$ cat config.mk
export PLATFORM = sky130hd
export DESIGN_NAME = wdpm_top
export DESIGN_NICKNAME = d
export VERILOG_FILES = /design/src/core/wdpm_pkg.sv /design/src/core/wdpm_top.sv /design/src/core/wdpm_sync.sv /design/src/core/wdpm_warmup.sv
export SDC_FILE = /design/constraint.sdc
export NUM_CORES = 1
export LEC_CHECK = 0
export BUFFER_PORTS_ARGS = -buffer_cell sky130_fd_sc_hd__buf_4
export CORE_UTILIZATION = 50
export CTS_CLUSTER_DIAMETER = 40
export CTS_CLUSTER_SIZE = 10
export DETAILED_ROUTE_END_ITERATION = 6
export PLACE_DENSITY = 0.76
export SETUP_SLACK_MARGIN = 0.2
export SYNTH_ARGS = -nofsm -noshare
export SYNTH_HDL_FRONTEND = slang
export SYNTH_SLANG_ARGS = --single-unit
$ cat constraint.sdc
create_clock -name clk -period 4 [get_ports clk]
set_clock_uncertainty 0.1 [all_clocks]
set_input_delay 0.8 -clock clk [delete_from_list [all_inputs] [get_ports clk]]
set_output_delay 0.8 -clock clk [all_outputs]
set_load 0.02 [all_outputs]
$ cat src/core/wdpm_pkg.sv
package wdpm_pkg;
  // register indices; byte address is index times four
  localparam logic [7:0] REG_WD_IDX   = 8'h1E;
  localparam logic [7:0] REG_STAT_IDX = 8'h1F;
  localparam logic [9:0] REG_WD_ADDR   = {REG_WD_IDX, 2'h0};
  localparam logic [9:0] REG_STAT_ADDR = {REG_STAT_IDX, 2'h0};
  // watchdog register fields
  localparam int PERIOD_LSB = 0;
  localparam int PERIOD_W   = 3;
  localparam int FLAG_BIT   = 3;
  localparam logic [2:0] PERIOD_RESET = 3'h0;
  // status register fields
  localparam int STAT_OSC_LSB   = 0;
  localparam int STAT_RANGE_BIT = 3;
  localparam int STAT_WDOFF_BIT = 4;
  localparam int STAT_LVREN_BIT = 5;
  localparam int STAT_LVRLO_BIT = 6;
  localparam int STAT_PINOFF_BIT = 7;
  localparam int STAT_STATE_LSB = 8;
  // axi responses
  localparam logic [1:0] RESP_OKAY   = 2'h0;
  localparam logic [1:0] RESP_SLVERR = 2'h2;
  // oscillator_select codes
  localparam logic [2:0] OSC_EXT_CLK = 3'h0;
  localparam logic [2:0] OSC_IRC_2M  = 3'h1;
  localparam logic [2:0] OSC_IRC_4M  = 3'h2;
  localparam logic [2:0] OSC_IRC_6M  = 3'h3;
  localparam logic [2:0] OSC_EXT_RC  = 3'h4;
  localparam logic [2:0] OSC_CERAMIC = 3'h5;
  localparam logic [2:0] OSC_CRYSTAL = 3'h6;
  localparam logic [2:0] OSC_LF_XTAL = 3'h7;
  // warm-up divide ratios in oscillator cycles
  localparam int WARM_LONG_RC    = 4096;
  localparam int WARM_LONG_XTAL  = 16384;
  localparam int WARM_SHORT_RC   = 128;
  localparam int WARM_SHORT_XTAL = 4096;
  // watchdog timeouts in ms
  localparam int WD_MS_0 = 4096;
  localparam int WD_MS_1 = 1024;
  localparam int WD_MS_2 = 256;
  localparam int WD_MS_3 = 128;
  localparam int WD_MS_4 = 64;
  localparam int WD_MS_5 = 16;
  localparam int WD_MS_6 = 4;
  localparam int WD_MS_7 = 1;
  localparam int WD_MS_MAX = WD_MS_0;
  // main clock rate
  localparam int CLK_HZ = 100000000;

  typedef enum logic [4:0] {
    ST_WARM = 5'h01,
    ST_RUN  = 5'h02,
    ST_HALT = 5'h04,
    ST_STOP = 5'h08,
    ST_LVR  = 5'h10
  } wdpm_state_t;

  function automatic int wd_timeout_ms(input logic [2:0] sel);
    case (sel)
      3'h0:    wd_timeout_ms = WD_MS_0;
      3'h1:    wd_timeout_ms = WD_MS_1;
      3'h2:    wd_timeout_ms = WD_MS_2;
      3'h3:    wd_timeout_ms = WD_MS_3;
      3'h4:    wd_timeout_ms = WD_MS_4;
      3'h5:    wd_timeout_ms = WD_MS_5;
      3'h6:    wd_timeout_ms = WD_MS_6;
      default: wd_timeout_ms = WD_MS_7;
    endcase
  endfunction
endpackage

$ cat src/core/wdpm_top.sv
// Operation
// - watchdog counts down on own rc clock
// - overflow while enabled resets device, except in stop
// - enable only from factory option
// - three low bits pick timeout, read/write
// - bit three flags a watchdog reset
// - any watchdog register access restarts watchdog
// - halt stops cpu, peripherals keep running
// - stop halts chip, watchdog/comparator live
// - halt wakes on enabled interrupt
// - stop wakes on port, comparator, watchdog
// - power-on/pin reset: 4096 or 16384
// - stop wake, watchdog, lvr: 128 or 4096
// - three-bit option picks clock source
// - range option picks frequency band
// - watchdog option: 0 enable, 1 disable
// - lvr enable and threshold range options
// - reset pin option: 0 enabled, 1 io
// - lvr holds reset while supply low
`timescale 1ns/1ps
`default_nettype none
module wdpm_top #(
  parameter int RC_TICKS_PER_MS = 32,
  parameter int WARM_LONG_RC    = wdpm_pkg::WARM_LONG_RC,
  parameter int WARM_LONG_XTAL  = wdpm_pkg::WARM_LONG_XTAL,
  parameter int WARM_SHORT_RC   = wdpm_pkg::WARM_SHORT_RC,
  parameter int WARM_SHORT_XTAL = wdpm_pkg::WARM_SHORT_XTAL
) (
  input  wire logic        clk,              // main oscillator clock
  input  wire logic        sys_rst,          // power-on reset
  input  wire logic        ce,               // clock enable
  input  wire logic [9:0]  s_axi_awaddr,     // write address
  input  wire logic        s_axi_awvalid,    // write address valid
  output logic             s_axi_awready,    // write address ready
  input  wire logic [31:0] s_axi_wdata,      // write data
  input  wire logic [3:0]  s_axi_wstrb,      // write strobes
  input  wire logic        s_axi_wvalid,     // write data valid
  output logic             s_axi_wready,     // write data ready
  output logic [1:0]       s_axi_bresp,      // write response
  output logic             s_axi_bvalid,     // write response valid
  input  wire logic        s_axi_bready,     // write response ready
  input  wire logic [9:0]  s_axi_araddr,     // read address
  input  wire logic        s_axi_arvalid,    // read address valid
  output logic             s_axi_arready,    // read address ready
  output logic [31:0]      s_axi_rdata,      // read data
  output logic [1:0]       s_axi_rresp,      // read response
  output logic             s_axi_rvalid,     // read valid
  input  wire logic        s_axi_rready,     // read ready
  input  wire logic        wdt_rc_clk,       // watchdog rc oscillator
  input  wire logic        reset_pin_n,      // external reset pin
  input  wire logic        lvr_supply_low,   // supply low
  input  wire logic        halt_exec,        // halt pulse
  input  wire logic        stop_exec,        // stop pulse
  input  wire logic        irq_any,          // interrupt
  input  wire logic        port_irq,         // port interrupt
  input  wire logic        comparator_output_interrupt, // comparator irq
  input  wire logic [2:0]  opt_oscillator_select, // factory clock source
  input  wire logic        opt_osc_range,    // factory frequency band
  input  wire logic        opt_wdt_disable,  // factory watchdog off
  input  wire logic        opt_lvr_enable,   // factory lvr on
  input  wire logic        opt_lvr_low,      // factory low threshold
  input  wire logic        opt_rst_pin_disable, // factory pin as io
  output logic             cpu_reset,        // cpu in reset
  output logic             cpu_run,          // cpu executing
  output logic             cpu_resume,       // wake-up release
  output logic             main_osc_en,      // main oscillator on
  output logic             periph_run,       // timers run
  output logic             wdt_active,       // watchdog enabled
  output logic [2:0]       oscillator_select, // clock source
  output logic             osc_range_low,    // low band
  output logic             lvr_threshold_low, // low lvr threshold
  output logic             lvr_active,       // lvr monitor enabled
  output logic             reset_pin_is_io,  // pin free for io
  output logic             wdt_reset_pulse   // overflow reset
);
  localparam int WD_CW = $clog2(wdpm_pkg::WD_MS_MAX * RC_TICKS_PER_MS + 1);
  if (RC_TICKS_PER_MS < 1) $error("wdpm_top: RC_TICKS_PER_MS must be at least 1");

  // straps captured in reset, frozen after
  logic [2:0] osc_sel_reg;
  logic       range_reg;
  logic       wd_off_reg;
  logic       lvr_en_reg;
  logic       lvr_lo_reg;
  logic       pin_off_reg;
  always_ff @(posedge clk)
  begin
    if (sys_rst)
    begin
      osc_sel_reg <= opt_oscillator_select;
      range_reg   <= opt_osc_range;
      wd_off_reg  <= opt_wdt_disable;
      lvr_en_reg  <= opt_lvr_enable;
      lvr_lo_reg  <= opt_lvr_low;
      pin_off_reg <= opt_rst_pin_disable;
    end
  end

  logic wd_en;
  logic xtal_mode;
  assign wd_en     = !wd_off_reg;
  assign xtal_mode = (osc_sel_reg == wdpm_pkg::OSC_CERAMIC) || (osc_sel_reg == wdpm_pkg::OSC_CRYSTAL)
                     || (osc_sel_reg == wdpm_pkg::OSC_LF_XTAL);

  // pins from outside the clock domain
  logic [2:0] pins_sync;
  wdpm_sync #(.W(3)) u_sync (
    .clk     (clk),
    .sys_rst (sys_rst),
    .ce      (ce),
    .async_i ({lvr_supply_low, reset_pin_n, wdt_rc_clk}),
    .init_i  (3'h2),
    .sync_o  (pins_sync)
  );
  logic rc_prev_reg;
  logic rc_tick;
  logic pin_rst_act;
  logic lvr_act;
  assign rc_tick     = pins_sync[0] && !rc_prev_reg;
  assign pin_rst_act = !pin_off_reg && !pins_sync[1];
  assign lvr_act     = lvr_en_reg && pins_sync[2];

  // axi4-lite slave state
  logic        aw_hold_reg, aw_hold_next;
  logic [9:0]  aw_addr_reg, aw_addr_next;
  logic        w_hold_reg, w_hold_next;
  logic [31:0] w_data_reg, w_data_next;
  logic [3:0]  w_strb_reg, w_strb_next;
  logic        bvalid_reg, bvalid_next;
  logic [1:0]  bresp_reg, bresp_next;
  logic        rvalid_reg, rvalid_next;
  logic [1:0]  rresp_reg, rresp_next;
  logic [31:0] rdata_reg, rdata_next;
  logic [2:0]  period_reg, period_next;
  logic        flag_reg, flag_next;
  logic        wr_do;
  logic        rd_do;
  logic        wd_access;
  logic        dev_rst_evt;
  logic        ovf_reset;
  wdpm_pkg::wdpm_state_t state_reg, state_next;

  assign s_axi_awready = !aw_hold_reg && !bvalid_reg;
  assign s_axi_wready  = !w_hold_reg && !bvalid_reg;
  assign s_axi_arready = !rvalid_reg;
  assign wr_do = aw_hold_reg && w_hold_reg && !bvalid_reg;
  assign rd_do = s_axi_arvalid && !rvalid_reg;
  assign wd_access = (wr_do && aw_addr_reg[9:2] == wdpm_pkg::REG_WD_IDX)
                     || (rd_do && s_axi_araddr[9:2] == wdpm_pkg::REG_WD_IDX);

  // aw and w in either order; b after both
  always_comb
  begin
    aw_hold_next = aw_hold_reg;
    aw_addr_next = aw_addr_reg;
    w_hold_next  = w_hold_reg;
    w_data_next  = w_data_reg;
    w_strb_next  = w_strb_reg;
    bvalid_next  = bvalid_reg;
    bresp_next   = bresp_reg;
    rvalid_next  = rvalid_reg;
    rresp_next   = rresp_reg;
    rdata_next   = rdata_reg;
    period_next  = period_reg;
    flag_next    = flag_reg || ovf_reset;
    if (s_axi_awvalid && s_axi_awready)
    begin
      aw_hold_next = 1'b1;
      aw_addr_next = s_axi_awaddr;
    end
    if (s_axi_wvalid && s_axi_wready)
    begin
      w_hold_next = 1'b1;
      w_data_next = s_axi_wdata;
      w_strb_next = s_axi_wstrb;
    end
    if (wr_do)
    begin
      aw_hold_next = 1'b0;
      w_hold_next  = 1'b0;
      bvalid_next  = 1'b1;
      bresp_next   = wdpm_pkg::RESP_SLVERR;
      if (aw_addr_reg[9:2] == wdpm_pkg::REG_WD_IDX)
      begin
        bresp_next = wdpm_pkg::RESP_OKAY;
        if (w_strb_reg[0])
          period_next = w_data_reg[wdpm_pkg::PERIOD_LSB +: wdpm_pkg::PERIOD_W];
      end
      else if (aw_addr_reg[9:2] == wdpm_pkg::REG_STAT_IDX)
        bresp_next = wdpm_pkg::RESP_OKAY; // status read-only
    end
    else if (bvalid_reg && s_axi_bready)
      bvalid_next = 1'b0;
    if (rd_do)
    begin
      rvalid_next = 1'b1;
      rdata_next  = 32'h0000_0000;
      rresp_next  = wdpm_pkg::RESP_OKAY;
      case (s_axi_araddr[9:2])
        wdpm_pkg::REG_WD_IDX:
        begin
          rdata_next[wdpm_pkg::PERIOD_LSB +: wdpm_pkg::PERIOD_W] = period_reg;
          rdata_next[wdpm_pkg::FLAG_BIT] = flag_reg;
        end
        wdpm_pkg::REG_STAT_IDX:
        begin
          rdata_next[wdpm_pkg::STAT_OSC_LSB +: 3] = osc_sel_reg;
          rdata_next[wdpm_pkg::STAT_RANGE_BIT]    = range_reg;
          rdata_next[wdpm_pkg::STAT_WDOFF_BIT]    = wd_off_reg;
          rdata_next[wdpm_pkg::STAT_LVREN_BIT]    = lvr_en_reg;
          rdata_next[wdpm_pkg::STAT_LVRLO_BIT]    = lvr_lo_reg;
          rdata_next[wdpm_pkg::STAT_PINOFF_BIT]   = pin_off_reg;
          rdata_next[wdpm_pkg::STAT_STATE_LSB +: 5] = state_reg;
        end
        default: rresp_next = wdpm_pkg::RESP_SLVERR;
      endcase
    end
    else if (rvalid_reg && s_axi_rready)
      rvalid_next = 1'b0;
    // device reset restores the period
    if (dev_rst_evt)
      period_next = wdpm_pkg::PERIOD_RESET;
  end

  always_ff @(posedge clk)
  begin
    if (sys_rst)
    begin
      aw_hold_reg <= 1'b0;
      aw_addr_reg <= 10'h000;
      w_hold_reg  <= 1'b0;
      w_data_reg  <= 32'h0000_0000;
      w_strb_reg  <= 4'h0;
      bvalid_reg  <= 1'b0;
      bresp_reg   <= wdpm_pkg::RESP_OKAY;
      rvalid_reg  <= 1'b0;
      rresp_reg   <= wdpm_pkg::RESP_OKAY;
      rdata_reg   <= 32'h0000_0000;
      period_reg  <= wdpm_pkg::PERIOD_RESET;
      flag_reg    <= 1'b0;
    end
    else if (ce)
    begin
      aw_hold_reg <= aw_hold_next;
      aw_addr_reg <= aw_addr_next;
      w_hold_reg  <= w_hold_next;
      w_data_reg  <= w_data_next;
      w_strb_reg  <= w_strb_next;
      bvalid_reg  <= bvalid_next;
      bresp_reg   <= bresp_next;
      rvalid_reg  <= rvalid_next;
      rresp_reg   <= rresp_next;
      rdata_reg   <= rdata_next;
      period_reg  <= period_next;
      flag_reg    <= flag_next;
    end
  end

  assign s_axi_bvalid = bvalid_reg;
  assign s_axi_bresp  = bresp_reg;
  assign s_axi_rvalid = rvalid_reg;
  assign s_axi_rresp  = rresp_reg;
  assign s_axi_rdata  = rdata_reg;

  // down-counter stepped by rc edges
  logic [WD_CW-1:0] wd_cnt_reg, wd_cnt_next;
  logic             held_in_reset;
  logic             wd_ovf;
  assign wd_ovf = wd_en && rc_tick && (wd_cnt_reg == '0) && !wd_access && !held_in_reset;
  always_comb
  begin
    wd_cnt_next = wd_cnt_reg;
    if (held_in_reset || wd_access || wd_ovf)
      wd_cnt_next = WD_CW'(wdpm_pkg::wd_timeout_ms(period_next) * RC_TICKS_PER_MS - 1);
    else if (wd_en && rc_tick)
      wd_cnt_next = wd_cnt_reg - WD_CW'(1);
  end
  always_ff @(posedge clk)
  begin
    if (sys_rst)
    begin
      wd_cnt_reg  <= WD_CW'(wdpm_pkg::WD_MS_0 * RC_TICKS_PER_MS - 1);
      rc_prev_reg <= 1'b0;
    end
    else if (ce)
    begin
      wd_cnt_reg  <= wd_cnt_next;
      rc_prev_reg <= pins_sync[0];
    end
  end

  // power-mode and reset sequencer
  logic warm_start;
  logic warm_long;
  logic warm_done;
  logic resume_reg, resume_next;
  logic por_pend_reg, por_pend_next;
  logic long_reg, long_next;
  assign held_in_reset = (state_reg == wdpm_pkg::ST_LVR)
                         || (state_reg == wdpm_pkg::ST_WARM && !resume_reg);
  // overflow in stop is a wake-up, elsewhere a reset
  assign ovf_reset   = wd_ovf && (state_reg != wdpm_pkg::ST_STOP);
  assign dev_rst_evt = (state_next == wdpm_pkg::ST_LVR) || (warm_start && !resume_next);

  always_comb
  begin
    state_next    = state_reg;
    resume_next   = resume_reg;
    por_pend_next = 1'b0;
    long_next     = long_reg;
    warm_start    = 1'b0;
    if (por_pend_reg)
    begin
      warm_start = 1'b1;
      long_next  = 1'b1;
    end
    if (lvr_act)
    begin
      state_next  = wdpm_pkg::ST_LVR;
      resume_next = 1'b0;
    end
    else if (pin_rst_act)
    begin
      // restarts each cycle pin is low
      state_next  = wdpm_pkg::ST_WARM;
      resume_next = 1'b0;
      warm_start  = 1'b1;
      long_next   = 1'b1;
    end
    else if (ovf_reset)
    begin
      state_next  = wdpm_pkg::ST_WARM;
      resume_next = 1'b0;
      warm_start  = 1'b1;
      long_next   = 1'b0;
    end
    else
    begin
      case (state_reg)
        wdpm_pkg::ST_WARM:
          if (warm_done)
            state_next = wdpm_pkg::ST_RUN;
        wdpm_pkg::ST_RUN:
          if (stop_exec)
            state_next = wdpm_pkg::ST_STOP;
          else if (halt_exec)
            state_next = wdpm_pkg::ST_HALT;
        wdpm_pkg::ST_HALT:
          if (irq_any)
            state_next = wdpm_pkg::ST_RUN;
        wdpm_pkg::ST_STOP:
          if (port_irq || comparator_output_interrupt || wd_ovf)
          begin
            state_next  = wdpm_pkg::ST_WARM;
            resume_next = 1'b1;
            warm_start  = 1'b1;
            long_next   = 1'b0;
          end
        wdpm_pkg::ST_LVR:
        begin
          state_next  = wdpm_pkg::ST_WARM;
          resume_next = 1'b0;
          warm_start  = 1'b1;
          long_next   = 1'b0;
        end
        default: state_next = wdpm_pkg::ST_WARM;
      endcase
    end
  end

  always_ff @(posedge clk)
  begin
    if (sys_rst)
    begin
      state_reg    <= wdpm_pkg::ST_WARM;
      resume_reg   <= 1'b0;
      por_pend_reg <= 1'b1;
      long_reg     <= 1'b1;
    end
    else if (ce)
    begin
      state_reg    <= state_next;
      resume_reg   <= resume_next;
      por_pend_reg <= por_pend_next;
      long_reg     <= long_next;
    end
  end

  assign warm_long = long_next;
  wdpm_warmup #(
    .LONG_RC    (WARM_LONG_RC),
    .LONG_XTAL  (WARM_LONG_XTAL),
    .SHORT_RC   (WARM_SHORT_RC),
    .SHORT_XTAL (WARM_SHORT_XTAL)
  ) u_warm (
    .clk      (clk),
    .sys_rst  (sys_rst),
    .ce       (ce),
    .start    (warm_start),
    .long_sel (warm_long),
    .xtal     (xtal_mode),
    .busy     (),
    .done     (warm_done)
  );

  // registered one-cycle pulses
  logic resume_pulse_reg;
  logic wdt_pulse_reg;
  always_ff @(posedge clk)
  begin
    if (sys_rst)
    begin
      resume_pulse_reg <= 1'b0;
      wdt_pulse_reg    <= 1'b0;
    end
    else if (ce)
    begin
      resume_pulse_reg <= warm_done && resume_reg && state_next == wdpm_pkg::ST_RUN;
      wdt_pulse_reg    <= ovf_reset;
    end
  end

  // mode outputs decoded from the state and resume registers; straps and pulses from their own registers
  assign cpu_reset         = held_in_reset;
  assign cpu_run           = (state_reg == wdpm_pkg::ST_RUN);
  assign cpu_resume        = resume_pulse_reg;
  assign main_osc_en       = (state_reg != wdpm_pkg::ST_STOP);
  assign periph_run        = (state_reg == wdpm_pkg::ST_RUN) || (state_reg == wdpm_pkg::ST_HALT);
  assign wdt_active        = wd_en;
  assign oscillator_select = osc_sel_reg;
  assign osc_range_low     = range_reg;
  assign lvr_threshold_low = lvr_lo_reg;
  assign lvr_active        = lvr_en_reg;
  assign reset_pin_is_io   = pin_off_reg;
  assign wdt_reset_pulse   = wdt_pulse_reg;
endmodule
`default_nettype wire

$ cat src/core/wdpm_sync.sv
`timescale 1ns/1ps
`default_nettype none
module wdpm_sync #(
  parameter int W = 1
) (
  input  wire logic         clk,     // main clock
  input  wire logic         sys_rst, // sync reset
  input  wire logic         ce,      // clock enable
  input  wire logic [W-1:0] async_i, // outside-domain inputs
  input  wire logic [W-1:0] init_i,  // value shown after reset
  output logic      [W-1:0] sync_o   // agreed level
);
  if (W < 1) $error("wdpm_sync: W must be at least 1");

  // 3 stages; change taken once stages 2 and 3 agree
  for (genvar i = 0; i < W; i++)
  begin : g_bit
    logic s1_reg;
    logic s2_reg;
    logic s3_reg;
    logic out_reg;
    logic out_next;
    always_comb
    begin
      out_next = (s2_reg == s3_reg) ? s3_reg : out_reg;
    end
    always_ff @(posedge clk)
    begin
      if (sys_rst)
      begin
        s1_reg  <= init_i[i];
        s2_reg  <= init_i[i];
        s3_reg  <= init_i[i];
        out_reg <= init_i[i];
      end
      else if (ce)
      begin
        s1_reg  <= async_i[i];
        s2_reg  <= s1_reg;
        s3_reg  <= s2_reg;
        out_reg <= out_next;
      end
    end
    assign sync_o[i] = out_reg;
  end
endmodule
`default_nettype wire

$ cat src/core/wdpm_warmup.sv
`timescale 1ns/1ps
`default_nettype none
module wdpm_warmup #(
  parameter int LONG_RC    = wdpm_pkg::WARM_LONG_RC,
  parameter int LONG_XTAL  = wdpm_pkg::WARM_LONG_XTAL,
  parameter int SHORT_RC   = wdpm_pkg::WARM_SHORT_RC,
  parameter int SHORT_XTAL = wdpm_pkg::WARM_SHORT_XTAL
) (
  input  wire logic clk,      // oscillator clock
  input  wire logic sys_rst,  // sync reset
  input  wire logic ce,       // clock enable
  input  wire logic start,    // restart the warm-up
  input  wire logic long_sel, // power-on or pin reset ratio
  input  wire logic xtal,     // crystal or ceramic mode
  output logic      busy,     // counting
  output logic      done      // last cycle of warm-up
);
  localparam int CW = $clog2(LONG_XTAL + 1);
  if (LONG_RC < 1 || LONG_XTAL < 1 || SHORT_RC < 1 || SHORT_XTAL < 1)
    $error("wdpm_warmup: divide ratios must be at least 1");

  logic [CW-1:0] cnt_reg;
  logic [CW-1:0] cnt_next;
  logic          busy_reg;
  logic          busy_next;
  logic [CW-1:0] load_val;

  // ratio by warm-up cause and oscillator
  always_comb
  begin
    case ({long_sel, xtal})
      2'h3:    load_val = CW'(LONG_XTAL - 1);
      2'h2:    load_val = CW'(LONG_RC - 1);
      2'h1:    load_val = CW'(SHORT_XTAL - 1);
      default: load_val = CW'(SHORT_RC - 1);
    endcase
  end

  // restart wins over an ongoing count
  always_comb
  begin
    cnt_next  = cnt_reg;
    busy_next = busy_reg;
    if (start)
    begin
      cnt_next  = load_val;
      busy_next = 1'b1;
    end
    else if (busy_reg)
    begin
      if (cnt_reg == '0)
        busy_next = 1'b0;
      else
        cnt_next = cnt_reg - CW'(1);
    end
  end

  always_ff @(posedge clk)
  begin
    if (sys_rst)
    begin
      cnt_reg  <= '0;
      busy_reg <= 1'b0;
    end
    else if (ce)
    begin
      cnt_reg  <= cnt_next;
      busy_reg <= busy_next;
    end
  end

  assign busy = busy_reg;
  assign done = busy_reg && (cnt_reg == '0) && !start;
endmodule
`default_nettype wire

Yosys cells after proc, flatten, opt, wreduce, memory -nomap -nowiden

Index checks and enable logic that the tools add are counted.

Bits of input ports: 80
Logic and storage cells: 198
Flip-flop bits (word level): 104

Muxes and demuxes: 54
Equality and inequality tests: 28
Add/subtract/negate cells: 3
Reductions and logical operators: 73

Operators with widths:

| kind                                                                  | count |
|---|---|
| 13-bit case mux with 7 select lines                                   | 1 |
| 15-bit 2-to-1 mux                                                     | 3 |
| 5-bit 2-to-1 mux                                                      | 8 |
| 18-bit 2-to-1 mux                                                     | 2 |
| 8-bit by 5-bit == test with 1-bit output (second input constant)      | 4 |
| 14-bit case mux with 2 select lines                                   | 1 |
| 1-bit logical AND                                                     | 25 |
| 1-bit 2-to-1 mux                                                      | 25 |
| 2-bit AND reduction                                                   | 12 |
| 5-bit case mux with 4 select lines                                    | 1 |
| 3-bit == test (second input constant)                                 | 6 |
| 18-bit logical NOT                                                    | 1 |
| 18-bit by 1-bit subtractor with 18-bit output (second input constant) | 1 |
| 18-bit by 2-bit subtractor with 18-bit output (second input constant) | 1 |
| 15-bit logical NOT                                                    | 1 |
| 15-bit by 1-bit subtractor with 15-bit output (second input constant) | 1 |
| 1-bit logical NOT                                                     | 13 |
| 13-bit 2-to-1 mux                                                     | 1 |
| 3-bit 2-to-1 mux                                                      | 4 |
| 2-bit nonzero test                                                    | 6 |
| 1-bit logical OR                                                      | 11 |
| 5-bit by 2-bit == test with 1-bit output (second input constant)      | 2 |
| 5-bit == test (second input constant)                                 | 2 |
| 9-bit 2-to-1 mux                                                      | 1 |
| other kinds (16)                                                      | 25 |

Logic depth before layout (Yosys ltp)

Gate-level depths: netlist of the first run.

Depth in word-level cells: 28
Mapped depth: 10

Cells and area by module

Synthesis of the first run repeated with hierarchy kept, for this count alone.

Cells, all modules: 616
Area total of the unflattened synthesis: 5398.9 um^2

Modules (own cells, without submodules):

| module      | area each (um^2) | cells an instance | times used |
|---|---|---|---|
| wdpm_top    | 3774.9           | 446               | 1 |
| wdpm_warmup | 1028.5           | 119               | 1 |
| wdpm_sync   | 595.6            | 51                | 1 |

Least setup slack after synthesis of the first run

OpenSTA, ideal clock, no wires.

Kind: input-to-reg
Start point: in s_axi_araddr[7]
End point: reg wd_cnt_reg[5]
Data arrival time: 2.707 ns
Stages on the path: 9
Slack: 1.056 ns
Cell sequence: nor4b_1 nand3_1 and3_1 clkbuf_1 a21oi_1 nor2_1 buf_2 a2111oi_2 o22ai_1

Longest elaborated chain between the ends: 27
Elaborated cells on any way between the ends: 46
Those cells by class: add/sub (1); eq/ne (8); mux (20); reduce/logical (17)

Ends and longest elaborated chain:

| element                                       | RTL line        | text |
|---|---|---|
| from (decl)                                   | wdpm_top.sv:42  | `input wire logic [9:0] s_axi_araddr,` |
| 8-bit by 5-bit == test with 1-bit output *    | wdpm_top.sv:149 | `\|\| (rd_do && s_axi_araddr[9:2] == wdpm_pkg::REG_WD_IDX);` |
| 1-bit logical AND *                           | wdpm_top.sv:149 |  |
| 1-bit logical OR *                            | wdpm_top.sv:149 |  |
| 1-bit logical NOT                             | wdpm_top.sv:269 | `assign wd_ovf = wd_en && rc_tick && (wd_cnt_reg == '0) && !wd_access && !held_in_reset;` |
| 1-bit logical AND (2 in series)               | wdpm_top.sv:269 |  |
| 1-bit logical OR                              | wdpm_top.sv:352 | `if (port_irq \|\| comparator_output_interrupt \|\| wd_ovf)` |
| 1-bit 2-to-1 mux                              | wdpm_top.sv:352 |  |
| 1-bit case mux with 2 select lines            | wdpm_top.sv:339 | `case (state_reg)` |
| [10 not listed]                               | --              |  |
| 5-bit == test                                 | wdpm_top.sv:303 | `assign dev_rst_evt = (state_next == wdpm_pkg::ST_LVR) \|\| (warm_start && !resume_next);` |
| 1-bit logical OR                              | wdpm_top.sv:303 |  |
| 3-bit 2-to-1 mux                              | wdpm_top.sv:221 | `if (dev_rst_evt)` |
| 3-bit == test, or another cell as far along   | wdpm_pkg.sv:59  | `case (sel)` |
| 13-bit case mux with 7 select lines           | wdpm_pkg.sv:59  |  |
| 13-bit 2-to-1 mux                             | wdpm_top.sv:273 | `if (held_in_reset \|\| wd_access \|\| wd_ovf)` |
| 18-bit by 2-bit subtractor with 18-bit output | wdpm_top.sv:274 | `wd_cnt_next = WD_CW'(wdpm_pkg::wd_timeout_ms(period_next) * RC_TICKS_PER_MS - 1);` |
| 18-bit 2-to-1 mux                             | wdpm_top.sv:273 |  |
| to (signal assigned)                          | wdpm_top.sv:282 | `wd_cnt_reg <= WD_CW'(wdpm_pkg::WD_MS_0 * RC_TICKS_PER_MS - 1);` |
| to (signal assigned)                          | wdpm_top.sv:287 | `wd_cnt_reg <= wd_cnt_next;` |
| to (decl)                                     | wdpm_top.sv:266 | `logic [WD_CW-1:0] wd_cnt_reg, wd_cnt_next;` |

Every way passes the cells marked *; elsewhere a longest branch is shown, timed or not. The select of a mux whose other input is x is not followed.
A chain may end at the register's enable or synchronous reset.

Final worst setup path of the first run

Start point: reg wd_off_reg
End point: reg wd_cnt_reg[6]

Longest elaborated chain between the ends: 26
Elaborated cells on any way between the ends: 44
Those cells by class: add/sub (1); eq/ne (7); mux (20); reduce/logical (16)

Ends and longest elaborated chain:

| element                                       | RTL line                         | text |
|---|---|---|
| from (decl)                                   | wdpm_top.sv:82                   | `logic wd_off_reg;` |
| from (signal assigned)                        | wdpm_top.sv:92                   | `wd_off_reg <= opt_wdt_disable;` |
| 1-bit logical NOT *                           | wdpm_top.sv:101                  | `assign wd_en = !wd_off_reg;` |
| 1-bit logical AND *                           | wdpm_top.sv:269, wdpm_top.sv:275 |  |
| 1-bit logical AND (3 in series)               | wdpm_top.sv:269                  |  |
| 1-bit logical OR                              | wdpm_top.sv:352                  |  |
| 1-bit 2-to-1 mux                              | wdpm_top.sv:352                  |  |
| 1-bit case mux with 2 select lines            | wdpm_top.sv:339                  |  |
| 1-bit 2-to-1 mux                              | wdpm_top.sv:330                  | `else if (ovf_reset)` |
| 1-bit 2-to-1 mux                              | wdpm_top.sv:322                  | `else if (pin_rst_act)` |
| [8 not listed]                                | --                               |  |
| 5-bit == test                                 | wdpm_top.sv:303                  |  |
| 1-bit logical OR                              | wdpm_top.sv:303                  |  |
| 3-bit 2-to-1 mux                              | wdpm_top.sv:221                  |  |
| 3-bit == test, or another cell as far along   | wdpm_pkg.sv:59                   |  |
| 13-bit case mux with 7 select lines           | wdpm_pkg.sv:59                   |  |
| 13-bit 2-to-1 mux                             | wdpm_top.sv:273                  |  |
| 18-bit by 2-bit subtractor with 18-bit output | wdpm_top.sv:274                  |  |
| 18-bit 2-to-1 mux                             | wdpm_top.sv:273                  |  |

Marked as above.

==> impl_metrics.ini, run 1 <==
[placed_design]
placedInstanceArea_um2 = 5650
io_buffers = 77
dpl_worst_slack_ns = 0.551
hpwl_um = 8820
gp_congestion = 0.851
place_inst = 783

[clock_network]
cts_resized = 0
cts_buffers = 9
postCtsSetupRepairBufs = 0
clock_path_buffers = 2
clkLatencyLatePin_ns = 0.38
clk_pin_slew_ns = 0.10
cts_hold_repair.buffers = 0
root_buffer = clkbuf_8
cts_tree = built
htreeDepth = 3
cts.sinks = 100

[synthesis]
synth_edf_count = 8
yosys_register_bits = 100
yosys_warnings = 0
synthFlopType = dfxtp_1
synthArstFlopShare_pct = 0
netlist_area_um2 = 5040
synth.avg_cell_area_um2 = 8.45
synthesis.instances = 597
ys_seq_area_share_pct = 41.3
synth.distinct_cells = 70

[floorplanning]
die_w_um = 102
rows = 36
start_util_pct = 51.6
dieArea_um2 = 10500
ios = 135
die_h_um = 102
core_um2 = 9770

[worst_setup_path]
crit_path_start_kind = register
crit_path_top_delay_cell = nor2_1
critPathTopFamily = simple AND/OR/NAND/NOR gates
critPathArrivalTime_ns = 3.64
crit_path_max_fanout = 11
crit_buf_inv = 0
path_class = register to register
cp-end-kind = register
crit_top_cell = a21oi_1
critical_path.max_stage_delay_ns = 0.66
critPathRequiredTime_ns = 4.20
cp_cell_sequence = or3b_1, or4bb_1, nor3_4, a21oi_1, nor2_1, a21oi_1, o22ai_1

[sta]
finalCritPeriodShare_pct = 86.1
final.min_clock_period_ns = 3.45
finalSetupViolCount = 0
setup_tns_ns = 0
worstMarginPinSlew_ns = 0.808
fin_ws_ns = 0.555
finalHoldViolations = 0
rsz0062_at_grt = no
drv_slew = 0
max_freq_ghz = 0.290
slew_headroom_pct = 46.0

[global_routing]
grt_pass1_vias = 4226
grt_max_degree = 47
antenna_found_initial = 0
track_usage_pct = 24.3
grt_overflow = 0
grt_pass1_wl_um = 19900

[pwr]
power.density_nw_per_um2 = 364
fin_total_pwr_mw = 2.15
power_leakage_nw = 2.33
peakVddDrop_mv = 0.365

[detailed_routing]
wl_um = 12400
first_pass_iters = 5
drt_iter0_drc = 288
wire_per_inst_um = 15.5
vias = 4621
vias_per_cell = 5.78
remaining_drc_errors = 0
drt.antenna.violating_nets = 0

[flow_run]
maxCapViolCount = 0

[final_layout]
fin_area_um2 = 5910
n_antenna_cell = 0
layout.nets = 744
finalNonFillerCells = 799
final_cell_mix = dfxtp_1, buf_4, nor2_1
drive_above_1_share_pct = 18.5
largest_register_ffs = 18
area_growth_pct = 17.1
final_common_cell = dfxtp_1

[hold_path]
hold_path_class = register to register

[status]
outcome = finished clean
cells by family after synthesis:
| group | after synthesis | synth area share [%] |
|---|---|---|
| AO/OA/AOI/OAI | 145 | 19.8 |
| XOR/XNOR | 10 | 1.74 |
| adder cells (fa/ha/maj) | 3 | 0.744 |
| buffers and inverters | 71 | 6.92 |
| flip-flops | 100 | 41.3 |
| multiplexers | 32 | 6.45 |
| other | 1 | 0.0744 |
| AND/OR/NAND/NOR | 235 | 23.0 |
layer usage:
layer / vias up / global-route usage, % / share of wire (%)
li1: 2248 / - / -
met5: - / 0 / 0
met3: 19 / 4.99 / 7.1
met4: 0 / 8.35 / 1.7
met1: 2163 / 32.2 / 45
met2: 191 / 39.2 / 47
through the flow:
| step | hold WS (ns) | util, % |
|---|---|---|
| finish | 0.378 | 60.4 |
| detailed placement | 0.361 | 57.8 |
| floorplan | 0.327 | - |
| CTS | 0.380 | 60.4 |
| global placement | 0.353 | 57.8 |
| global route | 0.403 | 60.4 |
layout make-up:
type / count / area (um2)
Multi-Input combinational cell: 446 / 2690
Inverter: 18 / 67.6
Timing Repair Buffer: 86 / 646
Clock inverter: 7 / 128
Clock buffer: 9 / 124
Tap cell: 133 / 166
Fill cell: 856 / 3870
Sequential cell: 100 / 2080
worst register-to-register path: stages (launching register included):
cell	delay [ns]
edfxtp_1	0.44
or3b_1	0.45
or4bb_1	0.59
nor3_4	0.35
a21oi_1	0.22
nor2_1	0.66
a21oi_1	0.30
o22ai_1	0.25
power by group:
part | switching (mW) | internal [mW] | total, mW
combinational | 0.157 | 0.107 | 0.264
clock | 0.377 | 0.425 | 0.802
sequential | 0.0348 | 1.05 | 1.08
total | 0.569 | 1.58 | 2.15
synthesized netlist by cell type (3+ instances only):
library cell	count	area share [%]
a211oi_1	3	0.45
a21oi_1	40	4.0
or3_1	3	0.37
a41oi_1	4	0.69
nor2_1	78	5.8
nor3_1	19	1.9
xnor2_1	5	0.87
o211ai_1	4	0.60
o21ai_0	24	2.4
o32ai_1	3	0.52
nor3b_1	6	0.89
o22ai_1	6	0.74
o21a_1	5	0.74
ha_1	3	0.74
nand3b_1	3	0.45
nand2_1	56	4.2
xor2_1	5	0.87
buf_4	21	3.1
nand3_1	23	2.3
or4_1	3	0.45
clkbuf_1	26	1.9
and2_1	5	0.62
a2111oi_2	3	0.89
nor2b_1	3	0.37
nor4b_1	3	0.52
mux2_2	4	0.89
buf_1	3	0.22
a32o_1	3	0.60
and3_1	3	0.37
dfxtp_1	92	37
a22oi_1	14	2.1
inv_1	18	1.3
mux2i_1	28	5.6
nor4_1	9	1.1
buf_2	3	0.30
nand4_1	6	0.74
a31oi_1	8	0.99
a21o_1	7	1.0
edfxtp_1	8	4.8
path summary, 6_finish.rpt:
path                               start                       to  slack, ns  cells past startpoint
setup / recovery              wd_off_reg            wd_cnt_reg[6]       0.55                      7
hold / removal    u_sync.g_bit[0].s2_reg  u_sync.g_bit[0].out_reg       0.38                      2
setup reg to reg              wd_off_reg            wd_cnt_reg[6]       0.55                      7
hold reg to reg   u_sync.g_bit[0].s2_reg  u_sync.g_bit[0].out_reg       0.38                      2
(Power assumes the default switching activity.)
==> run 2: changes to the inputs <==
--- a/config.mk
+++ b/config.mk
@@ -6,11 +6,10 @@
 export NUM_CORES = 1
 export LEC_CHECK = 0
 export BUFFER_PORTS_ARGS = -buffer_cell sky130_fd_sc_hd__buf_4
-export CORE_UTILIZATION = 50
+export CORE_UTILIZATION = 25
 export CTS_CLUSTER_DIAMETER = 40
 export CTS_CLUSTER_SIZE = 10
 export DETAILED_ROUTE_END_ITERATION = 6
-export PLACE_DENSITY = 0.76
 export SETUP_SLACK_MARGIN = 0.2
 export SYNTH_ARGS = -nofsm -noshare
 export SYNTH_HDL_FRONTEND = slang
==> run 2 against run 1 <==
Register-to-register slack improved by 0.19 ns; highest routed layer unchanged; clock power rose by 13%; largest cell class unchanged; final cell count is 17% higher; routed wire length rose by 2.6%; largest power group unchanged; utilization shrank 29 points.
==> impl_metrics.ini, run 2 (synthesized netlist as in run 1, its figures left out) <==
[status]
outcome = finished clean

[sta]
worstMarginPinSlew_ns = 0.795
final.min_clock_period_ns = 3.25
max_freq_ghz = 0.307
rsz0062_at_grt = no
setup_tns_ns = 0
finalCritPeriodShare_pct = 81.3
holdWs_ns = 0.356
finalSetupViolCount = 0
finalHoldViolations = 0
fin_ws_ns = 0.747
slew_headroom_pct = 46.8
drv_slew = 0

[detailed_routing]
first_pass_iters = 4
vias_per_cell = 4.77
drt_iter0_drc = 320
vias = 4464
wl_um = 12700
wire_per_inst_um = 13.6
drt.antenna.violating_nets = 0
remaining_drc_errors = 0

[clock_network]
cts.sinks = 100
clk_pin_slew_ns = 0.07
clkLatencyLatePin_ns = 0.35
postCtsSetupRepairBufs = 0
cts_resized = 0
cts_tree = built
htreeDepth = 3
clock_path_buffers = 2
cts_buffers = 9
root_buffer = clkbuf_16
cts_hold_repair.buffers = 0

[floorplanning]
core_um2 = 19600
die_w_um = 144
rows = 51
ios = 135
die_h_um = 144
dieArea_um2 = 20700
start_util_pct = 25.7

[pwr]
power_leakage_nw = 2.37
cellInternalPower_mw = 1.66
clockPowerShare_pct = 40.1
peakVddDrop_mv = 0.158
fin_total_pwr_mw = 2.25
switching_share_pct = 26.5
p_sw_uw = 596
seqPwrFrac_pct = 48.1
power.density_nw_per_um2 = 366
combPwrFrac_pct = 11.8

[worst_setup_path]
critPathRequiredTime_ns = 4.11
crit_path_start_kind = register
cp-end-kind = register
rr_startpoint = wd_off_reg
crit_path_max_fanout = 9
startpoint = wd_off_reg
path_class = register to register
critPathArrivalTime_ns = 3.37

[hold_path]
hold_path_class = register to register
min-delay-start = s_axi_bresp[1]

[final_layout]
drive_above_1_share_pct = 19.0
fin_area_um2 = 6150
final_cell_mix = dfxtp_1, buf_4, nor2_1
fillers = 2049
multi_input_area_um2 = 2690
layout.nets = 748
register_area_um2 = 2080
n_antenna_cell = 0
largest_register_ffs = 18
final_common_cell = dfxtp_1
final_core_util_pct = 31.4
area_growth_pct = 22.1
finalNonFillerCells = 935

[placed_design]
io_buffers = 77
hpwl_um = 9300
gp_congestion = 0.812
place_inst = 919
placedInstanceArea_um2 = 5850
dpl_worst_slack_ns = 0.644

[flow_run]
maxCapViolCount = 0

[global_routing]
grt_pass1_wl_um = 21000
track_usage_pct = 12.9
grt_pass1_vias = 4108
grt_max_degree = 43
antenna_found_initial = 0
grt_overflow = 0
-- run 2: cell types whose count changed in the layout (fill, tap and decap cells not counted), sizes merged --
| cell | change |
|---|---|
| inv | +1 |
| clkinvlp | +1 |
| bufinv | -2 |
| buf | +4 |
-- run 2: power groups by stage --
| stage | registers (mW) | clock network [mW] | logic, mW |
|---|---|---|---|
| final | 1.08 | 0.903 | 0.265 |
| after global routing | 1.09 | 0.975 | 0.295 |
| after CTS | 1.08 | 0.929 | 0.267 |
| after detailed placement | 1.11 | 0 | 0.266 |
| after global placement | 1.11 | 0 | 0.264 |
| after floorplan | 1.11 | 0 | 0.180 |
-- run 2: area by class of cell --
cell class,instances,share of cell area (%)
flip-flops and latches,100,33.8
well taps,265,5.39
clock buffers,9,3.66
repair buffers,90,11.0
clock inverters,7,1.30
inverters,18,1.10
multi-input cells,446,43.7
-- run 2: final timing paths --
path         slack [ns]  cells after the start             end
min                0.36                      2  s_axi_bresp[1]
min reg2reg        0.36                      2  s_axi_bresp[1]
max reg2reg        0.75                      7   wd_cnt_reg[5]
max                0.75                      7   wd_cnt_reg[5]
-- run 2: routing by layer --
layer  vias up  GRT usage [%]  wire length, um
met5         -              0                0
met4         0           5.99              255
met3        14           1.89              426
met2        98           20.5             5850
met1      2100           17.2             6170
li1       2252              -                -
-- run 2: worst max-delay path: stages, from the launching register on --
cell and delay, ns:
edfxtp_1 0.46, or3b_1 0.48, or4bb_1 0.61, or3_4 0.46
o21ai_4 0.18, a32oi_4 0.13, a2111oi_2 0.56, o22ai_1 0.14
